==> config.mk <==
export PLATFORM = sky130hd
export DESIGN_NAME = ext_irq_sense_and_vector_select
export DESIGN_NICKNAME = d
export VERILOG_FILES = /design/src/inc/ext_irq_pkg.sv /design/src/rtl/ext_irq_sense_and_vector_select.sv /design/src/rtl/pin_sync3.sv /design/src/rtl/wake_sampler.sv
export SDC_FILE = /design/constraint.sdc
export NUM_CORES = 1
export LEC_CHECK = 0
export BUFFER_PORTS_ARGS = -buffer_cell sky130_fd_sc_hd__clkbuf_2
export CAP_MARGIN = 20
export CORE_MARGIN = 2
export CORE_UTILIZATION = 48
export DETAILED_ROUTE_END_ITERATION = 7
export GPL_TIMING_DRIVEN = 0
export PLACE_DENSITY = 0.68
export SETUP_SLACK_MARGIN = 0.02
export SYNTH_ARGS = -nofsm -noshare
export SYNTH_HDL_FRONTEND = slang
export SYNTH_SLANG_ARGS = --single-unit
==> constraint.sdc <==
create_clock -name clk_i -period 2.55 [get_ports clk_i]
set_input_delay 0.1275 -clock clk_i [delete_from_list [all_inputs] [get_ports clk_i]]
set_output_delay 0.1275 -clock clk_i [all_outputs]
set_load 0.005 [all_outputs]
==> src/inc/ext_irq_pkg.sv <==
// package: register map, field layout, reset values and timing for the interrupt front-end
package ext_irq_pkg;

  // ************************************************
  // register offsets (i/o space)
  // ************************************************
  localparam logic [7:0] CPU_CONTROL_OFF = 8'h35;
  localparam logic [7:0] MASK_OFF = 8'h39;
  localparam logic [7:0] FLAGS_OFF = 8'h38;
  localparam logic [7:0] UPPER_SENSE_OFF = 8'h3a;
  localparam logic [7:0] LOWER_SENSE_OFF = 8'h6a;

  // ************************************************
  // field positions and reset values
  // ************************************************
  localparam int VEC_SEL_BIT = 1;
  localparam int VEC_CE_BIT = 0;
  localparam logic [7:0] SENSE_RESET = 8'h00;
  localparam logic [7:0] CPU_CONTROL_RESET = 8'h00;
  localparam logic [7:0] MASK_RESET = 8'h00;
  localparam logic [7:0] FLAGS_RESET = 8'h00;

  // ************************************************
  // timing
  // ************************************************
  localparam logic [2:0] CHANGE_WINDOW_CYCLES = 3'h4;
  localparam int WAKE_SAMPLES = 2;

  // sense field encodings
  localparam logic [1:0] SENSE_LOW = 2'h0;
  localparam logic [1:0] SENSE_RSVD = 2'h1;
  localparam logic [1:0] SENSE_FALL = 2'h2;
  localparam logic [1:0] SENSE_RISE = 2'h3;

  // vector change sequence states
  typedef enum logic [1:0] {VC_IDLE, VC_OPEN, VC_TAIL} vc_state_e;

  // register access from the core
  typedef struct packed {
    logic wr;
    logic rd;
    logic [7:0] addr;
    logic [7:0] wdata;
  } reg_req_s;

  // fuse and lock configuration
  typedef struct packed {
    logic [15:0] boot_start;
    logic app_side_lock_bit;
    logic boot_side_lock_bit;
    logic compat_mode;
  } fuse_cfg_s;

endpackage

==> src/rtl/ext_irq_sense_and_vector_select.sv <==
// external interrupt sense logic, pending flags and vector base selection
`timescale 1ns/1ns

module ext_irq_sense_and_vector_select (
  // clock and reset
  input wire logic clk_i,
  input wire logic rst_n_i,
  // register access
  input wire ext_irq_pkg::reg_req_s req_i,
  output logic [7:0] rdata_o,
  // core side
  input wire logic global_enable_i,
  input wire logic instr_done_i,
  input wire logic exec_in_boot_i,
  input wire logic [7:0] irq_ack_i,
  output logic [7:0] irq_req_o,
  output logic irq_block_o,
  output logic [15:0] vector_base_o,
  // fuses and power state
  input wire ext_irq_pkg::fuse_cfg_s fuse_i,
  input wire logic sleep_i,
  input wire logic idle_mode_i,
  input wire logic power_down_i,
  input wire logic wdt_tick_i,
  input wire logic startup_done_i,
  output logic wake_o,
  // pins
  input wire logic [7:0] ext_request_pins_i
);
  import ext_irq_pkg::*;

  // ************************************************
  // declarations
  // ************************************************
  logic [7:0] lower_sense_control_q;
  logic [7:0] upper_sense_control_q;
  logic [7:0] ext_irq_mask_q;
  logic [7:0] ext_irq_flags_q;
  logic [7:0] ext_irq_flags_d;
  logic vector_base_select_q;
  logic vector_change_enable_q;
  logic [2:0] ce_count_q;
  vc_state_e vc_state_q;
  vc_state_e vc_state_d;
  logic [7:0] pin_sync;
  logic [7:0] pin_prev_q;
  logic [7:0] req_next;
  logic [15:0] vector_base_d;
  logic wake_direct;
  logic [7:0] pin_view;
  logic [7:0] rise;
  logic [7:0] fall;
  logic [7:0] is_level;
  logic [7:0] trig;
  logic [7:0] flag_w1c;
  logic [15:0] sense_all;
  logic wr_cpu;
  logic wr_mask;
  logic wr_flags;
  logic wr_upper;
  logic wr_lower;
  logic sel_write;
  logic ce_write;
  logic clock_running;
  logic lock_block;
  logic seq_block;
  logic [7:0] enabled;
  logic [7:0] rdata_d;
  logic wake_level;
  logic wake_ok;
  logic pd_low;

  // sense decode for one input
  function automatic logic [1:0] sense_of(input logic [15:0] all, input int idx);
    sense_of = all[2*idx +: 2];
  endfunction

  // ************************************************
  // address decode
  // ************************************************
  // lower register hidden
  assign wr_lower = req_i.wr && (req_i.addr == LOWER_SENSE_OFF) && !fuse_i.compat_mode;
  assign wr_upper = req_i.wr && (req_i.addr == UPPER_SENSE_OFF);
  assign wr_cpu = req_i.wr && (req_i.addr == CPU_CONTROL_OFF);
  assign wr_mask = req_i.wr && (req_i.addr == MASK_OFF);
  assign wr_flags = req_i.wr && (req_i.addr == FLAGS_OFF);
  assign sel_write = wr_cpu && vector_change_enable_q && !req_i.wdata[VEC_CE_BIT];
  assign ce_write = wr_cpu && req_i.wdata[VEC_CE_BIT];

  // read mux
  always_comb begin
    if (req_i.addr == CPU_CONTROL_OFF) begin
      rdata_d = {6'h00, vector_base_select_q, vector_change_enable_q};
    end else if (req_i.addr == MASK_OFF) begin
      rdata_d = ext_irq_mask_q;
    end else if (req_i.addr == FLAGS_OFF) begin
      rdata_d = ext_irq_flags_q;
    end else if (req_i.addr == UPPER_SENSE_OFF) begin
      rdata_d = upper_sense_control_q;
    end else if (req_i.addr == LOWER_SENSE_OFF && !fuse_i.compat_mode) begin
      rdata_d = lower_sense_control_q;
    end else begin
      rdata_d = 8'h00;
    end
  end

  // ************************************************
  // registers
  // ************************************************
  // lower sense storage
  always_ff @(posedge clk_i) begin
    if (!rst_n_i) begin
      lower_sense_control_q <= SENSE_RESET;
    end else if (wr_lower) begin
      lower_sense_control_q <= req_i.wdata;
    end
  end

  always_ff @(posedge clk_i) begin
    if (!rst_n_i) begin
      upper_sense_control_q <= SENSE_RESET;
    end else if (wr_upper) begin
      upper_sense_control_q <= req_i.wdata;
    end
  end

  always_ff @(posedge clk_i) begin
    if (!rst_n_i) begin
      ext_irq_mask_q <= MASK_RESET;
    end else if (wr_mask) begin
      ext_irq_mask_q <= req_i.wdata;
    end
  end

  // read data, held until the next read
  always_ff @(posedge clk_i) begin
    if (!rst_n_i) begin
      rdata_o <= 8'h00;
    end else if (req_i.rd) begin
      rdata_o <= rdata_d;
    end
  end

  // ************************************************
  // vector change sequence
  // ************************************************
  // sequence state
  always_comb begin
    vc_state_d = vc_state_q;
    case (vc_state_q)
      VC_IDLE: begin
        if (ce_write) begin
          vc_state_d = VC_OPEN;
        end
      end
      VC_OPEN: begin
        if (sel_write) begin
          vc_state_d = VC_TAIL;
        end else if (ce_count_q == CHANGE_WINDOW_CYCLES - 3'h1) begin
          vc_state_d = VC_IDLE;
        end
      end
      VC_TAIL: begin
        if (instr_done_i) begin
          vc_state_d = VC_IDLE;
        end
      end
      default: vc_state_d = VC_IDLE;
    endcase
  end

  always_ff @(posedge clk_i) begin
    if (!rst_n_i) begin
      vc_state_q <= VC_IDLE;
      vector_base_select_q <= CPU_CONTROL_RESET[VEC_SEL_BIT];
      vector_change_enable_q <= CPU_CONTROL_RESET[VEC_CE_BIT];
      ce_count_q <= 3'h0;
    end else begin
      vc_state_q <= vc_state_d;
      if (sel_write) begin
        vector_base_select_q <= req_i.wdata[VEC_SEL_BIT];
      end
      vector_change_enable_q <= (vc_state_d == VC_OPEN);
      ce_count_q <= (vc_state_q == VC_OPEN) ? ce_count_q + 3'h1 : 3'h0;
    end
  end

  assign seq_block = (vc_state_q != VC_IDLE) || ce_write;
  assign lock_block = (vector_base_select_q && !exec_in_boot_i && fuse_i.app_side_lock_bit) ||
                      (!vector_base_select_q && exec_in_boot_i && fuse_i.boot_side_lock_bit);

  // ************************************************
  // pin sampling and edge detection
  // ************************************************
  // sample pins regardless of direction
  pin_sync3 #(.WIDTH(8)) u_sync (
    .clk_i(clk_i),
    .rst_n_i(rst_n_i),
    .pin_i(ext_request_pins_i),
    .level_o(pin_sync)
  );

  // clock gated off in deep sleep
  assign clock_running = !sleep_i || idle_mode_i;
  assign pin_view = pin_sync;
  assign rise = pin_view & ~pin_prev_q;
  assign fall = ~pin_view & pin_prev_q;
  assign sense_all = {upper_sense_control_q, lower_sense_control_q};

  always_comb begin
    for (int i = 0; i < 8; i++) begin
      is_level[i] = (sense_of(sense_all, i) == SENSE_LOW);
      case (sense_of(sense_all, i))
        SENSE_LOW: trig[i] = !pin_view[i];
        SENSE_FALL: trig[i] = fall[i] && (i < 4 || clock_running);
        SENSE_RISE: trig[i] = rise[i] && (i < 4 || clock_running);
        default: trig[i] = 1'b0;
      endcase
    end
  end

  // previous sample taken every cycle, no sleep gating
  always_ff @(posedge clk_i) begin
    if (!rst_n_i) begin
      pin_prev_q <= 8'hff;
    end else begin
      pin_prev_q <= pin_view;
    end
  end

  // ************************************************
  // pending flags and requests
  // ************************************************
  assign flag_w1c = (wr_flags ? req_i.wdata : 8'h00) | irq_ack_i;
  // set wins over clear, level keeps clear
  assign ext_irq_flags_d = ((ext_irq_flags_q & ~flag_w1c) | (trig & ~is_level)) & ~is_level;

  always_ff @(posedge clk_i) begin
    if (!rst_n_i) begin
      ext_irq_flags_q <= FLAGS_RESET;
    end else begin
      ext_irq_flags_q <= ext_irq_flags_d;
    end
  end

  // power-down wake on any enabled low level
  assign wake_level = |(ext_irq_mask_q & is_level & ~pin_view);
  wake_sampler u_wake (
    .clk_i(clk_i),
    .rst_n_i(rst_n_i),
    .power_down_i(power_down_i),
    .wdt_tick_i(wdt_tick_i),
    .startup_done_i(startup_done_i),
    .level_low_i(wake_level),
    .wake_o(pd_low),
    .irq_ok_o(wake_ok)
  );

  // gating; level requests follow the pin
  assign enabled = ext_irq_mask_q & {8{global_enable_i && !seq_block && !lock_block}} &
                   {8{!power_down_i || wake_ok}};

  // level requests follow the pin, edge requests follow the flag
  assign req_next = enabled & ((ext_irq_flags_d & ~is_level) | (is_level & trig));
  // base from the boot start fuse when the vector base select bit is set, else zero
  assign vector_base_d = vector_base_select_q ? fuse_i.boot_start : 16'h0000;
  // lower edges, upper edges in idle and levels wake a sleeping part
  // in power-down a level must first pass the slow double sample
  assign wake_direct = |(ext_irq_mask_q & trig & ~(is_level & {8{power_down_i}}));

  // ************************************************
  // registered outputs
  // ************************************************
  // requests toward the core
  always_ff @(posedge clk_i) begin
    if (!rst_n_i) begin
      irq_req_o <= 8'h00;
    end else begin
      irq_req_o <= req_next;
    end
  end

  // blocking status, global enable left alone
  always_ff @(posedge clk_i) begin
    if (!rst_n_i) begin
      irq_block_o <= 1'b0;
    end else begin
      irq_block_o <= seq_block || lock_block;
    end
  end

  always_ff @(posedge clk_i) begin
    if (!rst_n_i) begin
      vector_base_o <= 16'h0000;
    end else begin
      vector_base_o <= vector_base_d;
    end
  end

  always_ff @(posedge clk_i) begin
    if (!rst_n_i) begin
      wake_o <= 1'b0;
    end else begin
      wake_o <= sleep_i && (pd_low || wake_direct);
    end
  end
endmodule // ext_irq_sense_and_vector_select

==> src/rtl/pin_sync3.sv <==
// three-stage pin synchroniser, change accepted when stages two and three agree
`timescale 1ns/1ns
module pin_sync3 #(
  parameter int WIDTH = 8
) (
  // clock and reset
  input wire logic clk_i,
  input wire logic rst_n_i,
  // pins
  input wire logic [WIDTH-1:0] pin_i,
  output logic [WIDTH-1:0] level_o
);
  logic [WIDTH-1:0] s1_q;
  logic [WIDTH-1:0] s2_q;
  logic [WIDTH-1:0] s3_q;
  logic [WIDTH-1:0] agree;

  // accept only settled values; idle level is high for active-low pins
  assign agree = (s2_q & s3_q) | (level_o & (s2_q | s3_q));

  // sampling chain
  always_ff @(posedge clk_i) begin
    if (!rst_n_i) begin
      s1_q <= '1;
      s2_q <= '1;
      s3_q <= '1;
      level_o <= '1;
    end else begin
      s1_q <= pin_i;
      s2_q <= s1_q;
      s3_q <= s2_q;
      level_o <= agree;
    end
  end
endmodule // pin_sync3

==> src/rtl/wake_sampler.sv <==
// power-down wake qualifier: low level sampled twice on watchdog-oscillator ticks
`timescale 1ns/1ns
module wake_sampler (
  // clock and reset
  input wire logic clk_i,
  input wire logic rst_n_i,
  // control
  input wire logic power_down_i,
  input wire logic wdt_tick_i,
  input wire logic startup_done_i,
  input wire logic level_low_i,
  // results
  output logic wake_o,
  output logic irq_ok_o
);
  import ext_irq_pkg::*;
  logic [1:0] hits_q;
  logic [1:0] hits_d;
  logic held_q;

  // consecutive low samples on the slow tick
  assign hits_d = !level_low_i ? 2'h0 :
                  (hits_q == 2'(WAKE_SAMPLES)) ? hits_q : hits_q + 2'h1;

  // wake latch, then irq only if the level survives start-up
  always_ff @(posedge clk_i) begin
    if (!rst_n_i || !power_down_i) begin
      hits_q <= 2'h0;
      wake_o <= 1'b0;
      held_q <= 1'b0;
      irq_ok_o <= 1'b0;
    end else begin
      if (wdt_tick_i) begin
        hits_q <= hits_d;
      end
      if (hits_q == 2'(WAKE_SAMPLES)) begin
        wake_o <= 1'b1;
      end
      held_q <= wake_o ? (held_q & level_low_i) | (!held_q & level_low_i & !irq_ok_o) : 1'b1;
      irq_ok_o <= wake_o & startup_done_i & level_low_i & held_q;
    end
  end
endmodule // wake_sampler

==> results of run 1 <==
==> state kept, by name, summed over array words and instances, names as in the netlist, 2 cells and up <==
register,cells
ce_count_q,3
ext_irq_flags_q,8
ext_irq_mask_q,8
irq_req_o,8
lower_sense_control_q,8
pin_prev_q,8
rdata_o,8
u_sync.level_o,8
u_sync.s1_q,8
u_sync.s2_q,8
u_sync.s3_q,8
u_wake.hits_q,2
upper_sense_control_q,8
vc_state_q,2
vector_base_o,16
==> how the worst max path moves through the flow <==
stage	from	endpoint	slack, ns	depth (start not counted)
after floorplan	vector_base_select_q$_SDFFE_PN0P_	irq_req_o[0]$_SDFF_PN0_	1.02	5
after detailed placement	req_i[8]	irq_req_o[6]$_SDFF_PN0_	0.59	6
after global placement	req_i[8]	irq_req_o[6]$_SDFF_PN0_	0.59	6
final	vector_base_select_q$_SDFFE_PN0P_	irq_req_o[2]$_SDFF_PN0_	0.64	5
after global routing	vector_base_select_q$_SDFFE_PN0P_	irq_req_o[2]$_SDFF_PN0_	0.50	5
after CTS	vector_base_select_q$_SDFFE_PN0P_	irq_req_o[2]$_SDFF_PN0_	0.62	5
==> worst reg2reg max path, delay by kind of cell, from the launching register on <==
kind	cells	cell delay (ns)
AO/OA/AOI/OAI	3	0.84
AND/OR/NAND/NOR	1	0.33
buffers and inverters	1	0.32
flip-flops	1	0.32
==> timing repair <==
item	in CTS	in global routing
resized for setup	0	0
endpoints found under the hold margin	57	0
hold buffers	36	0
buffers inserted	0	0
==> per-layer routing <==
| metal | vias to the layer above | routed length (um) |
|---|---|---|
| li1 | 2247 | - |
| met4 | 0 | 299 |
| met2 | 188 | 6610 |
| met5 | - | 0 |
| met3 | 28 | 945 |
| met1 | 2161 | 5920 |
==> layout by cell type (no fill, tap or decap), types with 3 or more instances in the layout <==
cell type	netlist	layout
clkbuf_8	0	4
o21ai_0	29	29
clkbuf_16	0	16
o32ai_1	3	3
and3_1	19	19
bufinv_16	0	4
nand2b_1	50	50
a211oi_2	3	3
nand2_1	53	53
nor2_1	36	36
a22o_1	6	6
a31o_1	3	3
mux2i_1	8	8
nand3b_1	3	3
a31oi_1	11	11
a21oi_1	24	24
ha_1	3	3
nor3b_1	5	5
a21boi_0	17	17
nor2b_1	14	14
nor4b_1	4	4
a21boi_1	9	9
o2111ai_1	6	6
inv_1	25	25
dlygate4sd3_1	0	36
nand3_1	15	15
a2111oi_2	3	3
o31ai_1	3	3
buf_2	5	5
clkbuf_1	21	25
dfxtp_1	118	118
clkbuf_2	0	93
nand4_1	6	6
o2111a_1	4	4
nor3_1	7	7
and3b_1	6	6
==> cells by family (layout without fill, tap and decap cells) <==
family,count (synthesis),count (layout)
buf+inv,52,213
flops,118,118
simple gates,232,232
fa+ha+maj,3,3
mux,8,8
compound gates,136,136
==> power by group <==
part	leakage [nW]	internal (mW)	switching, mW
logic	1.46	0.112	0.117
clock network	0.295	1.66	0.811
registers	0.956	1.86	0.00855
==> layout make-up <==
class	instances	area, um^2
multi-input cells	379	2390
flip-flops and latches	118	2360
inverters	25	93.8
fillers	854	3610
clock buffers	24	470
well taps	136	170
repair buffers	129	826
clock inverters	8	145
plain buffers	27	111
==> metrics by stage <==
stage	hold slack [ns]	instance area, um^2	std cells	utilization, %
final	0.0504	6570	846	64.5
after CTS	0.0150	6570	846	64.5
after global routing	0.0381	6570	846	64.5
after global placement	0.308	5600	778	55.0
after floorplan	0.229	4960	549	-
after detailed placement	0.311	5600	778	55.0
==> impl_metrics.tcl, run 1 <==
set metrics [dict create \
    die-area_um2 11200 \
    ir_worst_vdd_v 0.000373 \
    synth_area_per_cell_um2 9.04 \
    htree_levels 4 \
    cp_top_family "compound AO/OA/AOI/OAI gates" \
    yosys.area.top_type "dfxtp_1" \
    whs_endpoint "ext_irq_mask_q[0]$_SDFFE_PN0P_" \
    final_max_slew_viol_count 0 \
    ys_top_cells_by_area "dfxtp_1 (48%), nand2b_1 (6.3%), nand2_1 (4.0%)" \
    timing.final.crit_share_pct 74.9 \
    crit_type "reg -> reg" \
    drive_gt1_share_pct 19.7 \
    synth.ff_latch_count 118 \
    start_util_pct 48.7 \
    synth_top_family_by_area "simple AND/OR/NAND/NOR gates" \
    fmax_ghz 0.524 \
    grt_antenna_before_repair 0 \
    track_usage_pct 25.7 \
    synth_most_common_cell "dfxtp_1" \
    drt_wl_total_mm 13.8 \
    cellPowerDensity_nw_per_um2 696 \
    hold_viol_final 0 \
    synth_ff_type "dfxtp_1" \
    grt_pass1_vias 4420 \
    drtAntennaViolNets 0 \
    worstMarginPinSlew_ns 0.718 \
    vias_per_cell 5.47 \
    r2r_end "irq_req_o[2]$_SDFF_PN0_" \
    clockRootBuffer "clkbuf_8" \
    rsz0062_at_grt "false" \
    synth-seq-area-share_pct 47.6 \
    crit_chain "clkbuf_1 -> o211ai_1 -> a41o_1 -> or2_1 -> a2111oi_2" \
    nets 763 \
    grtUsageMet3_pct 7.92 \
    met2_usage_pct 42.2 \
    fin_skew_ns 0.0108 \
    syn2layout_area_growth_pct 32.5 \
    yosysWarnings 0 \
    die_w_um 106 \
    synth_fa_ha_area_share_pct 0.757 \
    worst_slack_ns 0.641 \
    vias 4624 \
    drcViolationCount 0 \
    core-area_um2 10200 \
    synth_xor_area_share_pct 0 \
    min_period_ns 1.91 \
    synth_area_um2 4960 \
    p_leak_nw 2.71 \
    r2r_cells 5 \
    crit_slowest_cell "a2111oi_2" \
    place_hpwl_mm 9.62 \
    holdCritPathClass "in -> reg" \
    worstHoldStart "req_i[0]" \
    wl_per_cell_um 16.3 \
    first_pass_iters 5 \
    clkTransAtPathRegs_ns 0.05 \
    ys_types 55 \
    maxCapViolCount 0 \
    synth_edf_count 0 \
    arrival_ns 2.33 \
    insertedDiodeCount 0 \
    cts_max_path_buffers 2 \
    hold-path-cell-count 3 \
    synth-async-reset-ratio_pct 0 \
    path_max_fanout 10 \
    grt_first_pass_wirelength_mm 22.0 \
    netlist_top_cells_count "dfxtp_1 (118), nand2_1 (53), nand2b_1 (50), nor2_1 (36), o21ai_0 (29)" \
    overflow 0 \
    cp-start-kind "flop" \
    outcome "finished clean" \
    yosys.area_share.simple_pct 26.5 \
    setup_viol 0 \
    slew_headroom_pct 51.8 \
    tritoncts "done" \
    drt_iter0_drc 389 \
    synth_compound_area_share_pct 19.3 \
    postSynthCellCount 549 \
    fin_tns_setup_ns 0 \
    io_pins 97 \
    io_buffer_count 93 \
    die_y_um 106 \
    syn_nets 615 \
    gp_congestion 0.902 \
    reg2reg_slack_ns 0.64 \
    place_ws_ns 0.592 \
    synth_top_cell_area_share_pct 47.6 \
    synth.mux.area_fraction_pct 1.61 \
    clock_latency_ns 0.53 \
    power_mw 4.57 \
    cp.required_ns 2.97 \
    grt_max_degree 17 \
    std_cell_rows 37 \
    path_buf_inv 1 \
    r2r-start "vector_base_select_q$_SDFFE_PN0P_" \
    cpPeakStageDelay_ns 0.39 \
    cts_buffers 17 \
    grt_use_met1_pct 31.7 \
    grt.busiest_layer "met2" \
    worstSetupEndpointType "flop" \
    cts.sinks 118 \
]
No activity file was read; power rests on OpenSTA's default activity.
==> run 2: changes to the inputs <==
--- a/config.mk
+++ b/config.mk
@@ -5,13 +5,14 @@
 export SDC_FILE = /design/constraint.sdc
 export NUM_CORES = 1
 export LEC_CHECK = 0
+export ABC_AREA = 1
 export BUFFER_PORTS_ARGS = -buffer_cell sky130_fd_sc_hd__clkbuf_2
 export CAP_MARGIN = 20
 export CORE_MARGIN = 2
 export CORE_UTILIZATION = 48
 export DETAILED_ROUTE_END_ITERATION = 7
 export GPL_TIMING_DRIVEN = 0
-export PLACE_DENSITY = 0.68
+export PLACE_DENSITY = 0.71
 export SETUP_SLACK_MARGIN = 0.02
 export SYNTH_ARGS = -nofsm -noshare
 export SYNTH_HDL_FRONTEND = slang
==> constraint.sdc (replaced) <==
create_clock -name clk_i -period 1.7 [get_ports clk_i]
set_input_delay 0.085 -clock clk_i [delete_from_list [all_inputs] [get_ports clk_i]]
set_output_delay 0.085 -clock clk_i [all_outputs]
set_load 0.005 [all_outputs]
==> run 2 against run 1 <==
  * Wire length is 2.1% lower
  * Non-clock buffer count is 8 higher
  * Clock power is 45% higher
  * Critical endpoint is now wake_o$_SDFF_PN0_
==> impl_metrics.tcl, run 2 <==
set metrics [dict create \
    outcome "finished clean" \
    crit_chain "inv_1 -> nor2_1 -> nand2_1 -> o21ai_0 -> inv_1 -> nand2_1 -> nand3_1 -> nor2_1 -> a21oi_1" \
    vias 4914 \
    synth.mux.area_fraction_pct 0 \
    io_buffer_count 95 \
    clockRootBuffer "clkbuf_8" \
    yosysWarnings 0 \
    largest_reg_flops 16 \
    worstMarginPinSlew_ns 0.655 \
    overflow 0 \
    die-area_um2 10900 \
    min_period_ns 1.60 \
    cp.required_ns 2.10 \
    ir_worst_vdd_v 0.000728 \
    wl_per_cell_um 14.0 \
    fmax_ghz 0.626 \
    final_max_slew_viol_count 0 \
    layout_common_cells "nand2_1 (130), dfxtp_1 (118), clkbuf_2 (96), inv_1 (83), nor2_1 (80)" \
    synth_compound_area_share_pct 12.6 \
    cp-start-kind "flop" \
    synth_fa_ha_area_share_pct 0.777 \
    synth_area_per_cell_um2 7.40 \
    ys_top_cells_by_area "dfxtp_1 (49%), nand2_1 (10%), inv_1 (6.4%)" \
    first_pass_iters 7 \
    reg2reg_slack_ns 0.10 \
    crit_slowest_cell "dfxtp_1" \
    postSynthCellCount 653 \
    synth-seq-area-share_pct 48.9 \
    worstSetupEndpointType "flop" \
    slew_headroom_pct 56.4 \
    drt_iter0_drc 344 \
    maxCapViolCount 0 \
    synth_top_family_by_area "simple AND/OR/NAND/NOR gates" \
    synth_most_common_cell "nand2_1" \
    netlist_top_cells_count "nand2_1 (130), dfxtp_1 (118), inv_1 (83), nor2_1 (81), a21oi_1 (61)" \
    crit_type "reg -> reg" \
    clock_latency_ns 0.52 \
    timing.final.crit_share_pct 93.9 \
    drcViolationCount 0 \
    setup_viol 0 \
    tritoncts "done" \
    fin_tns_setup_ns 0 \
    die_y_um 104 \
    io_pins 97 \
    start_util_pct 49.4 \
    grt_first_pass_wirelength_mm 21.9 \
    grt_pass1_vias 4727 \
    place_hpwl_mm 9.55 \
    p_leak_nw 3.00 \
    path_buf_inv 2 \
    fin_skew_ns 0.00704 \
    cts_max_path_buffers 2 \
    yosys.area.top_type "dfxtp_1" \
    regArea_um2 2360 \
    hold_viol_final 0 \
    post_dp_cell_area_um2 5470 \
    multiInputGateArea_um2 2070 \
    synth_ff_type "dfxtp_1" \
    grt_antenna_before_repair 0 \
    synth_area_um2 4830 \
    cp_top_family "simple AND/OR/NAND/NOR gates" \
    cellPowerDensity_nw_per_um2 1030 \
    synth.ff_latch_count 118 \
    ys_types 28 \
    core-area_um2 9770 \
    std_cell_rows 36 \
    synth_xor_area_share_pct 0 \
    top_register "vector_base_o" \
    path_max_fanout 5 \
    cts_buffers 17 \
    cts.sinks 118 \
    arrival_ns 1.99 \
    synth-async-reset-ratio_pct 0 \
    drt_wl_total_mm 13.5 \
    die_w_um 104 \
    insertedDiodeCount 0 \
    rsz0062_at_grt "false" \
    final_common_cell "nand2_1" \
    grt_max_degree 17 \
    drive_gt1_share_pct 21.3 \
    synth_top_cell_area_share_pct 48.9 \
    htree_levels 4 \
    syn2layout_area_growth_pct 36.6 \
    vias_per_cell 5.09 \
    nets 885 \
    track_usage_pct 25.6 \
    synth_edf_count 0 \
    cpPeakStageDelay_ns 0.42 \
    fin_area_um2 6600 \
    syn_nets 719 \
    holdCritPathClass "in -> reg" \
    drtAntennaViolNets 0 \
    post_cts_buffers 0 \
    yosys.area_share.simple_pct 29.3 \
    clkTransAtPathRegs_ns 0.06 \
    fillerInstances 825 \
    gp_congestion 0.916 \
]
[run 2: kinds of logic (layout without fill, tap and decap cells)]
family / Yosys count / in the layout
AO/OA/AOI/OAI: 117 / 117
adder cells (fa/ha/maj): 3 / 3
AND/OR/NAND/NOR: 315 / 315
buffers and inverters: 100 / 279
flip-flops: 118 / 118
[run 2: final cells by class]
cell class	instances	area share, %
Inverter	83	4.72
Clock buffer	23	7.22
Multi-Input combinational cell	435	31.3
Buffer	17	1.48
Timing Repair Buffer	147	15.1
Clock inverter	9	1.86
Tap cell	133	2.52
Sequential cell	118	35.8
[run 2: metal layers]
layer  track usage, %  vias up  share of wire [%]
met5                0        -                  0
met4             9.46        0                2.2
met3             6.20       33                7.0
met2             44.3      196                 50
met1             30.7     2257                 41
li1                 -     2428                  -
[run 2: worst paths after layout]
kind	start	to	cells after the start
setup / recovery	lower_sense_control_q[3]$_SDFFE_PN0P_	wake_o$_SDFF_PN0_	9
hold / removal	req_i[17]	irq_block_o$_SDFF_PN0_	3
setup reg to reg	lower_sense_control_q[3]$_SDFFE_PN0P_	wake_o$_SDFF_PN0_	9
hold reg to reg	u_sync.s1_q[2]$_SDFF_PN1_	u_sync.s2_q[2]$_SDFF_PN1_	1
[run 2: power breakdown]
group          total [mW]  internal, mW  switching [mW]
sequential           2.82          2.80          0.0141
combinational       0.383         0.189           0.195
clock                3.59          2.37            1.22
total                6.79          5.36            1.43
[run 2: through the flow]
step	std cells	worst slack [ns]	total power, mW	utilization [%]	hold slack, ns
5_1_grt	965	0.0249	7.01	67.5	0.0467
4_1_cts	965	0.0963	6.81	67.5	0.0135
3_5_place_dp	881	0.103	3.16	56.0	0.273
2_1_floorplan	653	0.523	3.01	-	0.174
6_report	965	0.103	6.79	67.5	0.0291
3_3_place_gp	881	0.114	3.15	56.0	0.270
[run 2: worst min-delay path, cell delays in order]
cell	delay (ns)
clkbuf_2	0.16
nand4_1	0.17
a21oi_1	0.08
[run 2: timing repair]
item                                    in CTS  in global routing
endpoints found under the setup margin       0                  7
hold buffers                                52                  0
hold endpoints to repair                    79                  0
resized for setup                            0                  4
